$ cat src/vspo_pkg.sv
// Constants and types shared by the variable speed pulse output block
// Function
// Zero command while running with ramping on: decelerate, then stop pulses.
// Zero command while running with ramping off: stop pulses at once.
// Program checks busy clear and waits a scan before a nonzero restart.
// Program never flips command sign while running; zero, full stop, then flip.
// Activation drop while running stops pulses, ramped or immediate per ramp setting.
// Stop caused by activation drop never raises the completion flag.
// Limit flag of current direction stops pulses, ramped or immediate per setting.
// After a limit stop, abnormal-end flag rises once operation has finished.
// While busy, any further start on this channel is refused.
// Program issues no command while busy remains set after activation drop.
// Direction output goes inactive when execution has ended.
// One global ramp enable governs every channel, no per-channel choice.
// Legacy variant never ramps; soft start is left to the program.
// Positive command: direction active, position counts up; negative: inactive, down.
// With ramping on, speed changes during output are approached, not stepped.
// Busy stays set until pulse emission has fully ceased, deceleration included.
package vspo_pkg;
    // Clock and timing
    localparam int CLK_HZ = 25_000_000;
    localparam int CLK_PERIOD_NS = 40;
    localparam int RAMP_TICK_US = 1000;
    localparam int RAMP_TICK_CYC = RAMP_TICK_US * 1000 / CLK_PERIOD_NS;
    localparam int TICK_W = 24;
    // Frequency limit and phase accumulator
    localparam logic [31:0] MAX_HZ = 32'h0003_0D40;
    localparam logic [32:0] PHASE_WRAP = 33'h0_017D_7840;
    localparam logic [31:0] PHASE_HALF = 32'h00BE_BC20;
    // Register byte addresses
    localparam int ADDR_W = 8;
    localparam logic [7:0] ADDR_CTRL = 8'h00;
    localparam logic [7:0] ADDR_FREQ = 8'h04;
    localparam logic [7:0] ADDR_STAT = 8'h08;
    localparam logic [7:0] ADDR_POS = 8'h0C;
    localparam logic [7:0] ADDR_RATE = 8'h10;
    localparam logic [7:0] ADDR_ISTAT = 8'h14;
    localparam logic [7:0] ADDR_IMASK = 8'h18;
    localparam logic [7:0] ADDR_STEP = 8'h1C;
    // Control fields
    localparam int CTRL_W = 5;
    localparam int CTRL_ACT = 0;
    localparam int CTRL_RAMP = 1;
    localparam int CTRL_FLIM = 2;
    localparam int CTRL_RLIM = 3;
    localparam int CTRL_LEGACY = 4;
    // Status fields
    localparam int STAT_BUSY = 0;
    localparam int STAT_DIR = 1;
    localparam int STAT_ARMED = 2;
    // Interrupt status and mask fields
    localparam int EV_W = 3;
    localparam int EV_DONE = 0;
    localparam int EV_ABN = 1;
    localparam int EV_REFUSE = 2;
    // Reset values
    localparam logic [31:0] STEP_RST = 32'h0000_03E8;
    // Bus responses
    localparam logic [1:0] RESP_OKAY = 2'h0;
    localparam logic [1:0] RESP_SLVERR = 2'h2;

    typedef enum logic [1:0] {VSPO_IDLE, VSPO_RUN, VSPO_STOP} vspo_state_t;
endpackage : vspo_pkg

$ cat src/vspo_pulse.sv
// Pulse generator: phase accumulator giving a square wave at the rate in Hz
`timescale 1ns/1ps
module vspo_pulse (
    // Clock and reset
    input wire logic clk_in,
    input wire logic rst_in,
    // Rate in Hz
    input wire logic [31:0] rate_in,
    // Pulse and one-cycle step marker
    output logic pulse_out,
    output logic step_out
);
    typedef struct packed {
        logic [31:0] acc;
        logic pulse;
        logic step;
    } vspo_pulse_st_t;

    vspo_pulse_st_t r_ff;
    vspo_pulse_st_t nxt_r;
    logic [32:0] sum;

    // Zero rate clears the phase so the line rests low with no half pulse left
    always_comb
    begin
        nxt_r = r_ff;
        sum = {1'b0, r_ff.acc} + {1'b0, rate_in};
        if (rate_in == '0)
        begin
            nxt_r.acc = '0;
        end
        else if (sum >= vspo_pkg::PHASE_WRAP)
        begin
            nxt_r.acc = 32'(sum - vspo_pkg::PHASE_WRAP);
        end
        else
        begin
            nxt_r.acc = sum[31:0];
        end
        nxt_r.pulse = (nxt_r.acc >= vspo_pkg::PHASE_HALF);
        nxt_r.step = nxt_r.pulse & ~r_ff.pulse;
    end

    // State register
    always_ff @(posedge clk_in)
    begin
        if (rst_in)
        begin
            r_ff <= '0;
        end
        else
        begin
            r_ff <= nxt_r;
        end
    end

    assign pulse_out = r_ff.pulse;
    assign step_out = r_ff.step;
endmodule : vspo_pulse

$ cat src/vspo_ramp.sv
// Rate ramp: moves the output rate toward the target in steps per tick
`timescale 1ns/1ps
module vspo_ramp (
    // Clock and reset
    input wire logic clk_in,
    input wire logic rst_in,
    // Control
    input wire logic [31:0] target_in,
    input wire logic [31:0] step_in,
    input wire logic ramp_en_in,
    input wire logic tick_in,
    // Result
    output logic [31:0] rate_out
);
    typedef struct packed {
        logic [31:0] rate;
    } vspo_ramp_st_t;

    vspo_ramp_st_t r_ff;
    vspo_ramp_st_t nxt_r;

    // Saturating approach; with ramping off the target is taken directly
    always_comb
    begin
        nxt_r = r_ff;
        if (!ramp_en_in)
        begin
            nxt_r.rate = target_in;
        end
        else if (tick_in)
        begin
            if (r_ff.rate < target_in)
            begin
                nxt_r.rate = (target_in - r_ff.rate > step_in) ? r_ff.rate + step_in : target_in;
            end
            else if (r_ff.rate > target_in)
            begin
                nxt_r.rate = (r_ff.rate - target_in > step_in) ? r_ff.rate - step_in : target_in;
            end
        end
    end

    // State register
    always_ff @(posedge clk_in)
    begin
        if (rst_in)
        begin
            r_ff <= '0;
        end
        else
        begin
            r_ff <= nxt_r;
        end
    end

    assign rate_out = r_ff.rate;
endmodule : vspo_ramp

$ cat src/vspo_top.sv
// Variable speed pulse output channel with AXI4-Lite registers and interrupt
`timescale 1ns/1ps
module vspo_top #(
    parameter int TICK_CYC = vspo_pkg::RAMP_TICK_CYC
) (
    // Clock and reset
    input wire logic SYS_CLK_IN,
    input wire logic SYS_RST_IN,
    // AXI4-Lite write address and data
    input wire logic [7:0] S_AXI_AWADDR_IN,
    input wire logic S_AXI_AWVALID_IN,
    output logic S_AXI_AWREADY_OUT,
    input wire logic [31:0] S_AXI_WDATA_IN,
    input wire logic [3:0] S_AXI_WSTRB_IN,
    input wire logic S_AXI_WVALID_IN,
    output logic S_AXI_WREADY_OUT,
    // AXI4-Lite write response
    output logic [1:0] S_AXI_BRESP_OUT,
    output logic S_AXI_BVALID_OUT,
    input wire logic S_AXI_BREADY_IN,
    // AXI4-Lite read
    input wire logic [7:0] S_AXI_ARADDR_IN,
    input wire logic S_AXI_ARVALID_IN,
    output logic S_AXI_ARREADY_OUT,
    output logic [31:0] S_AXI_RDATA_OUT,
    output logic [1:0] S_AXI_RRESP_OUT,
    output logic S_AXI_RVALID_OUT,
    input wire logic S_AXI_RREADY_IN,
    // Drive side
    output logic PULSE_OUT,
    output logic DIR_OUT,
    output logic BUSY_OUT,
    // Interrupt
    output logic IRQ_OUT
);
    ////////////////////////////////////////////////////////////////////////////
    // State
    typedef struct packed {
        logic awready;
        logic wready;
        logic bvalid;
        logic [1:0] bresp;
        logic arready;
        logic rvalid;
        logic [1:0] rresp;
        logic [31:0] rdata;
        logic [vspo_pkg::CTRL_W-1:0] ctrl;
        logic [31:0] freq;
        logic [31:0] step;
        logic [vspo_pkg::EV_W-1:0] istat;
        logic [vspo_pkg::EV_W-1:0] imask;
        vspo_pkg::vspo_state_t state;
        logic dir;
        logic busy;
        logic armed;
        logic act_prev;
        logic stop_lim;
        logic stop_deact;
        logic [31:0] pos;
        logic [vspo_pkg::TICK_W-1:0] tick_cnt;
        logic tick;
        logic irq;
    } vspo_top_st_t;

    vspo_top_st_t r_ff;
    vspo_top_st_t nxt_r;

    logic [31:0] rate;
    logic pulse;
    logic step_ev;
    logic [31:0] target;
    logic ramp_en;
    logic [31:0] freq_mag;

    ////////////////////////////////////////////////////////////////////////////
    // Helpers

    // Byte-lane merge of a write into a 32-bit register
    function automatic logic [31:0] vspo_merge(input logic [31:0] old_v, input logic [31:0] new_v,
                                               input logic [3:0] strb);
        logic [31:0] res;
        res = old_v;
        for (int i = 0; i < 4; i++)
        begin
            if (strb[i])
            begin
                res[i*8 +: 8] = new_v[i*8 +: 8];
            end
        end
        return res;
    endfunction : vspo_merge

    // Whether an address names a register
    function automatic logic vspo_mapped(input logic [7:0] a);
        return (a == vspo_pkg::ADDR_CTRL) || (a == vspo_pkg::ADDR_FREQ) ||
               (a == vspo_pkg::ADDR_STAT) || (a == vspo_pkg::ADDR_POS) ||
               (a == vspo_pkg::ADDR_RATE) || (a == vspo_pkg::ADDR_ISTAT) ||
               (a == vspo_pkg::ADDR_IMASK) || (a == vspo_pkg::ADDR_STEP);
    endfunction : vspo_mapped

    ////////////////////////////////////////////////////////////////////////////
    // Speed path

    // One global enable; the legacy variant never ramps at all
    assign ramp_en = r_ff.ctrl[vspo_pkg::CTRL_RAMP] & ~r_ff.ctrl[vspo_pkg::CTRL_LEGACY];

    // Magnitude of the command, clamped; sign is only read at start
    always_comb
    begin
        freq_mag = r_ff.freq[31] ? 32'(-r_ff.freq) : r_ff.freq;
        if (freq_mag > vspo_pkg::MAX_HZ)
        begin
            freq_mag = vspo_pkg::MAX_HZ;
        end
        target = (r_ff.state == vspo_pkg::VSPO_RUN) ? freq_mag : '0;
    end

    vspo_ramp u_ramp (
        .clk_in(SYS_CLK_IN),
        .rst_in(SYS_RST_IN),
        .target_in(target),
        .step_in(r_ff.step),
        .ramp_en_in(ramp_en),
        .tick_in(r_ff.tick),
        .rate_out(rate)
    );

    vspo_pulse u_pulse (
        .clk_in(SYS_CLK_IN),
        .rst_in(SYS_RST_IN),
        .rate_in(rate),
        .pulse_out(pulse),
        .step_out(step_ev)
    );

    ////////////////////////////////////////////////////////////////////////////
    // Next state
    always_comb
    begin
        logic act;
        logic lim;
        logic act_rise;
        logic [vspo_pkg::EV_W-1:0] ev;
        logic [vspo_pkg::EV_W-1:0] clr;
        logic wr_go;
        logic rd_go;
        act = 1'b0;
        lim = 1'b0;
        act_rise = 1'b0;
        ev = '0;
        clr = '0;
        wr_go = 1'b0;
        rd_go = 1'b0;
        nxt_r = r_ff;

        // Ramp tick divider
        nxt_r.tick = 1'b0;
        if (r_ff.tick_cnt >= vspo_pkg::TICK_W'(TICK_CYC - 1))
        begin
            nxt_r.tick_cnt = '0;
            nxt_r.tick = 1'b1;
        end
        else
        begin
            nxt_r.tick_cnt = r_ff.tick_cnt + 1'b1;
        end

        // Write channel: both address and data must be offered, one at a time
        nxt_r.awready = 1'b0;
        nxt_r.wready = 1'b0;
        wr_go = S_AXI_AWVALID_IN & r_ff.awready & S_AXI_WVALID_IN & r_ff.wready;
        if (S_AXI_AWVALID_IN && S_AXI_WVALID_IN && !r_ff.awready && !r_ff.bvalid)
        begin
            nxt_r.awready = 1'b1;
            nxt_r.wready = 1'b1;
        end
        if (r_ff.bvalid && S_AXI_BREADY_IN)
        begin
            nxt_r.bvalid = 1'b0;
        end
        if (wr_go)
        begin
            nxt_r.bvalid = 1'b1;
            nxt_r.bresp = vspo_mapped(S_AXI_AWADDR_IN) ? vspo_pkg::RESP_OKAY : vspo_pkg::RESP_SLVERR;
            unique case (S_AXI_AWADDR_IN)
                vspo_pkg::ADDR_CTRL:
                    nxt_r.ctrl = vspo_pkg::CTRL_W'(vspo_merge(32'(r_ff.ctrl), S_AXI_WDATA_IN, S_AXI_WSTRB_IN));
                vspo_pkg::ADDR_FREQ:
                    nxt_r.freq = vspo_merge(r_ff.freq, S_AXI_WDATA_IN, S_AXI_WSTRB_IN);
                vspo_pkg::ADDR_STEP:
                    nxt_r.step = vspo_merge(r_ff.step, S_AXI_WDATA_IN, S_AXI_WSTRB_IN);
                vspo_pkg::ADDR_IMASK:
                    nxt_r.imask = vspo_pkg::EV_W'(vspo_merge(32'(r_ff.imask), S_AXI_WDATA_IN, S_AXI_WSTRB_IN));
                vspo_pkg::ADDR_ISTAT:
                    clr = vspo_pkg::EV_W'(vspo_merge(32'h0, S_AXI_WDATA_IN, S_AXI_WSTRB_IN));
                default:
                    ;
            endcase
        end

        // Read channel: data registered at the address handshake
        nxt_r.arready = 1'b0;
        rd_go = S_AXI_ARVALID_IN & r_ff.arready;
        if (S_AXI_ARVALID_IN && !r_ff.arready && !r_ff.rvalid)
        begin
            nxt_r.arready = 1'b1;
        end
        if (r_ff.rvalid && S_AXI_RREADY_IN)
        begin
            nxt_r.rvalid = 1'b0;
        end
        if (rd_go)
        begin
            nxt_r.rvalid = 1'b1;
            nxt_r.rresp = vspo_mapped(S_AXI_ARADDR_IN) ? vspo_pkg::RESP_OKAY : vspo_pkg::RESP_SLVERR;
            unique case (S_AXI_ARADDR_IN)
                vspo_pkg::ADDR_CTRL: nxt_r.rdata = 32'(r_ff.ctrl);
                vspo_pkg::ADDR_FREQ: nxt_r.rdata = r_ff.freq;
                vspo_pkg::ADDR_STAT: nxt_r.rdata = 32'({r_ff.armed, r_ff.dir, r_ff.busy});
                vspo_pkg::ADDR_POS: nxt_r.rdata = r_ff.pos;
                vspo_pkg::ADDR_RATE: nxt_r.rdata = rate;
                vspo_pkg::ADDR_ISTAT: nxt_r.rdata = 32'(r_ff.istat);
                vspo_pkg::ADDR_IMASK: nxt_r.rdata = 32'(r_ff.imask);
                vspo_pkg::ADDR_STEP: nxt_r.rdata = r_ff.step;
                default: nxt_r.rdata = '0;
            endcase
        end

        // Channel control
        act = r_ff.ctrl[vspo_pkg::CTRL_ACT];
        act_rise = act & ~r_ff.act_prev;
        nxt_r.act_prev = act;
        // Only the limit facing the direction of motion matters
        lim = r_ff.dir ? r_ff.ctrl[vspo_pkg::CTRL_FLIM] : r_ff.ctrl[vspo_pkg::CTRL_RLIM];
        if (act_rise)
        begin
            if (r_ff.busy)
            begin
                ev[vspo_pkg::EV_REFUSE] = 1'b1;
            end
            else
            begin
                nxt_r.armed = 1'b1;
            end
        end
        unique case (r_ff.state)
            vspo_pkg::VSPO_IDLE:
            begin
                // Start: a zero-frequency stop stays armed so a nonzero write restarts
                if (act && r_ff.armed && r_ff.freq != '0)
                begin
                    nxt_r.state = vspo_pkg::VSPO_RUN;
                    nxt_r.dir = ~r_ff.freq[31];
                    nxt_r.busy = 1'b1;
                    nxt_r.stop_lim = 1'b0;
                    nxt_r.stop_deact = 1'b0;
                end
            end
            vspo_pkg::VSPO_RUN:
            begin
                // Limit outranks deactivation, which outranks a zero command
                if (lim)
                begin
                    nxt_r.state = vspo_pkg::VSPO_STOP;
                    nxt_r.stop_lim = 1'b1;
                    nxt_r.armed = 1'b0;
                end
                else if (!act)
                begin
                    nxt_r.state = vspo_pkg::VSPO_STOP;
                    nxt_r.stop_deact = 1'b1;
                    nxt_r.armed = 1'b0;
                end
                else if (r_ff.freq == '0)
                begin
                    nxt_r.state = vspo_pkg::VSPO_STOP;
                end
            end
            vspo_pkg::VSPO_STOP:
            begin
                // Busy holds until the rate, ramped or not, has reached zero
                if (rate == '0 && target == '0 && !pulse)
                begin
                    nxt_r.state = vspo_pkg::VSPO_IDLE;
                    nxt_r.busy = 1'b0;
                    nxt_r.dir = 1'b0;
                    ev[vspo_pkg::EV_ABN] = r_ff.stop_lim;
                    ev[vspo_pkg::EV_DONE] = ~r_ff.stop_lim & ~r_ff.stop_deact;
                end
            end
        endcase

        // Position follows each emitted pulse in the latched direction
        if (step_ev)
        begin
            nxt_r.pos = r_ff.dir ? r_ff.pos + 32'h0000_0001 : r_ff.pos - 32'h0000_0001;
        end

        // Sticky events: a new event beats a clear in the same cycle
        nxt_r.istat = (r_ff.istat & ~clr) | ev;
        nxt_r.irq = |(nxt_r.istat & r_ff.imask);
    end

    ////////////////////////////////////////////////////////////////////////////
    // State register
    always_ff @(posedge SYS_CLK_IN)
    begin
        if (SYS_RST_IN)
        begin
            r_ff <= '0;
            r_ff.step <= vspo_pkg::STEP_RST;
            r_ff.state <= vspo_pkg::VSPO_IDLE;
            r_ff.bresp <= vspo_pkg::RESP_OKAY;
            r_ff.rresp <= vspo_pkg::RESP_OKAY;
        end
        else
        begin
            r_ff <= nxt_r;
        end
    end

    ////////////////////////////////////////////////////////////////////////////
    // Outputs, all from flip-flops
    assign S_AXI_AWREADY_OUT = r_ff.awready;
    assign S_AXI_WREADY_OUT = r_ff.wready;
    assign S_AXI_BRESP_OUT = r_ff.bresp;
    assign S_AXI_BVALID_OUT = r_ff.bvalid;
    assign S_AXI_ARREADY_OUT = r_ff.arready;
    assign S_AXI_RDATA_OUT = r_ff.rdata;
    assign S_AXI_RRESP_OUT = r_ff.rresp;
    assign S_AXI_RVALID_OUT = r_ff.rvalid;
    assign PULSE_OUT = pulse;
    assign DIR_OUT = r_ff.dir;
    assign BUSY_OUT = r_ff.busy;
    assign IRQ_OUT = r_ff.irq;
endmodule : vspo_top
$ cat config.mk
export PLATFORM = sky130hd
export DESIGN_NAME = vspo_top
export DESIGN_NICKNAME = d
export VERILOG_FILES = /design/src/vspo_pkg.sv /design/src/vspo_pulse.sv /design/src/vspo_ramp.sv /design/src/vspo_top.sv
export SDC_FILE = /design/constraint.sdc
export NUM_CORES = 1
export LEC_CHECK = 0
export CORE_MARGIN = 2
export CORE_UTILIZATION = 40
export DETAILED_ROUTE_END_ITERATION = 8
export DONT_BUFFER_PORTS = 1
export PLACE_DENSITY = 0.6
export SYNTH_ARGS = -nofsm -noshare
export SYNTH_HDL_FRONTEND = slang
export SYNTH_HIERARCHICAL = 1
export SYNTH_SLANG_ARGS = --single-unit
$ cat constraint.sdc
create_clock -name SYS_CLK_IN -period 20 [get_ports SYS_CLK_IN]
set_clock_uncertainty 0.2 [all_clocks]
set_input_delay 0 -clock SYS_CLK_IN [delete_from_list [all_inputs] [get_ports SYS_CLK_IN]]
set_output_delay 0 -clock SYS_CLK_IN [all_outputs]
set_load 0.05 [all_outputs]
==> run summary <==
GR peak layer -> met2
MaxCap Viol Count -> 0
# fillers -> 6304
Post-synth EDFFs -> 0
Slew Viols, Final -> 0
DIE WIDTH -> 252.7 µm
endpoints failing setup -> 0
Ports -> 104
Syn Area/Cell -> 7.599 µm²
largest net degree at the start of global routing -> 204
Synth async-reset ratio -> 0%
crit start category -> flip-flop
Vias -> 24967
TritonCTS Buffers -> 27
Max clock buf depth -> 3
core area -> 0.06148 mm²
WP data required -> 20.28 ns
Slew HR -> 19.25%
clock transition at the registers of the reported paths -> 0.07 ns
Mapped Area -> 0.02475 mm²
starting density of the core -> 40.25%
GRT Util Overall -> 26.83%
first-pass GRT wire length -> 135100 µm
# nets final -> 3594
synthesis-to-finish area growth -> 9.828%
critical path class -> flip-flop to flip-flop
dpl hpwl -> 68390 µm
root buffer cell -> clkbuf_16
chip height -> 252.7 µm
drt total wl -> 88690 µm
FF-to-FF Start -> r_ff[105]
Slowest Stage Delay on Critical Path -> 0.60 ns
final period utilization -> 54.86%
die area -> 0.06388 mm²
GPL Wtd Cong -> 1.004
CTS H-tree depth -> 1
Hold Path Origin -> S_AXI_WDATA_IN[22]
Post-CTS Setup Bufs -> 0
CTS tree -> done
Critical R2R Capture -> u_ramp/rate_out[9]
most common cell after layout, fill and taps aside -> nor2_1
Seq/Total Area, Yosys -> 19.82%
ys flop type -> dfxtp_1
Synth area leader -> dfxtp_1
Syn Inst Count -> 3257
met3 usage -> 3.811%
Yosys cell types -> 119
Vias/cell -> 6.112
initial antenna violation count -> 8
most frequent cells in the layout -> nor2_1, a21oi_1, ha_1, dfxtp_1, nand2_1
CTS sink cnt -> 245
measured slew at the worst slew-check pin -> 1.211 ns
worst reg2reg path depth -> 31
met2 usage -> 41.90%
WP data arrival -> 11.25 ns
Yosys top cell area share -> 19.82%
worst skew pair latency -> 0.57 ns
number of global-route vias before repair -> 22689
RSZ-0062 raised after global routing -> false
row count -> 91
post-route ant nets -> 0
fmax -> 0.09115 GHz
post-synthesis register bit count -> 245
Pwr per Cell Area -> 78.15 mW/mm²
Hold Path End -> r_ff[94]
final instance area -> 0.02718 mm²
met1 Use GR -> 38.22%
Worst Setup End Kind -> flip-flop
grt ovf -> 0
largest cells by area after synthesis -> dfxtp_1, ha_1, nor2_1, a21oi_1, mux2i_1
CP Max Fanout -> 19
Peak VDD IR -> 0.07815 mV
status -> completed
Tmin final -> 10.97 ns
Synthesis Warnings -> 6
Final Hold Fails -> 0
P_leak -> 10.86 nW
DR WL/cell -> 21.71 µm
placed inst area -> 0.02523 mm²
Worst path slowest cell -> or3_1
port bufs -> 0
worst hold stages -> 3
worst hold path type -> primary input to flip-flop
Iter 0 DRT Violations -> 2594
setup TNS -> 0 ns
DRC -> 0
r2r setup slk -> 9.03 ns
layout cells sized above 1 -> 5.286%
drt first pass iters -> 6
==> metrics by stage <==
step | utilization (%) | total power [mW] | hold slack [ns] | setup WS, ns | cells
after floorplan | - | 1.355 | -0.1284 | 11.67 | 3310
after global placement | 41.03 | 1.552 | -0.09014 | 9.661 | 3933
after detailed placement | 41.03 | 1.553 | -0.08990 | 9.429 | 3933
after CTS | 44.20 | 2.116 | 0.003670 | 9.340 | 4082
after global routing | 44.21 | 2.250 | 0.02180 | 8.402 | 4085
final | 44.21 | 2.124 | 0.01561 | 9.029 | 4085
==> synthesized netlist by cell type (all sizes together) (24+ instances only) <==
cell type	count
a21o	84
clkbuf	129
a21oi	291
o31ai	24
nor4	44
and3	36
xor2	60
nor3	87
nand2b	40
nand3	60
xnor2	113
o21bai	37
ha	257
and2	26
nand2	202
nor2b	41
a222oi	27
o21ai	157
buf	80
inv	195
a211oi	47
nand4	50
dfxtp	245
nor2	390
o211ai	27
mux2i	101
==> metal layers <==
layer | wire length (µm) | vias up
met4 | 2844 | 8
met3 | 7131 | 168
li1 | - | 11876
met5 | 43 | -
met2 | 38210 | 1117
met1 | 40460 | 11798
==> critical path, delay by kind of cell, from the launching register on <==
family,cells,cell delay (ns)
XOR/XNOR,1,0.17
buffers and inverters,1,0.19
AO/OA/AOI/OAI,17,5.56
AND/OR/NAND/NOR,9,3.31
adder cells (fa/ha/maj),2,0.67
multiplexers,1,0.36
flip-flops,1,0.40
==> flip-flops by register name (all words and copies together), names as in the netlist <==
name               cells
IRQ_OUT                1
u_pulse/r_ff          32
S_AXI_RVALID_OUT       1
u_pulse/pulse_out      1
S_AXI_BVALID_OUT       1
BUSY_OUT               1
r_ff                 137
DIR_OUT                1
S_AXI_ARREADY_OUT      1
S_AXI_RRESP_OUT        1
S_AXI_AWREADY_OUT      1
S_AXI_BRESP_OUT        1
u_pulse/step_out       1
nxt_r                  1
S_AXI_RDATA_OUT       32
u_ramp/rate_out       32
==> kinds of logic (layout without fill, tap and decap cells) <==
group,Yosys count,in the layout,share of synthesized area [%]
simple gates,1080,1080,21.34
mux,109,109,4.616
compound gates,981,981,27.40
buf+inv,405,387,7.184
xor+xnor,173,173,6.152
flops,245,245,19.82
fa+ha+maj,263,263,13.48
other cells,1,57,0.01515
==> how the worst max path moves through the flow <==
stage / cells past startpoint / end / slack (ns) / start
after floorplan: 37 / u_ramp/rate_out[24] / 11.67 / r_ff[106]
after global placement: 32 / u_ramp/rate_out[6] / 9.66 / r_ff[106]
after detailed placement: 31 / u_ramp/rate_out[9] / 9.43 / r_ff[104]
after CTS: 31 / u_ramp/rate_out[9] / 9.34 / r_ff[105]
after global routing: 33 / u_ramp/rate_out[25] / 8.40 / r_ff[104]
final: 31 / u_ramp/rate_out[9] / 9.03 / r_ff[105]
==> where the power goes <==
part | switching [mW] | leakage (nW) | total (mW) | internal (mW)
sequential | 0.0395 | 1.99 | 0.575 | 0.535
combinational | 0.604 | 8.42 | 1.01 | 0.411
clock | 0.226 | 0.449 | 0.535 | 0.309
total | 0.870 | 10.9 | 2.12 | 1.25
==> repair_timing <==
item,in CTS,in global routing
hold buffers,100,0
endpoints found under the hold margin,230,0
gates resized for setup,0,0
==> layout make-up <==
cell class                      count  area (µm²)  share of cell area, %
Antenna cell                        3       7.507                0.02762
Sequential cell                   245        4906                  18.05
Clock inverter                     14       162.7                 0.5984
Tap cell                          790       988.4                  3.636
Timing Repair Buffer              142        1334                  4.907
Clock buffer                       35       765.7                  2.817
Inverter                          196       735.7                  2.707
Multi-Input combinational cell   2660       18280                  67.26
Note: power is estimated with default switching activity, not from simulation.
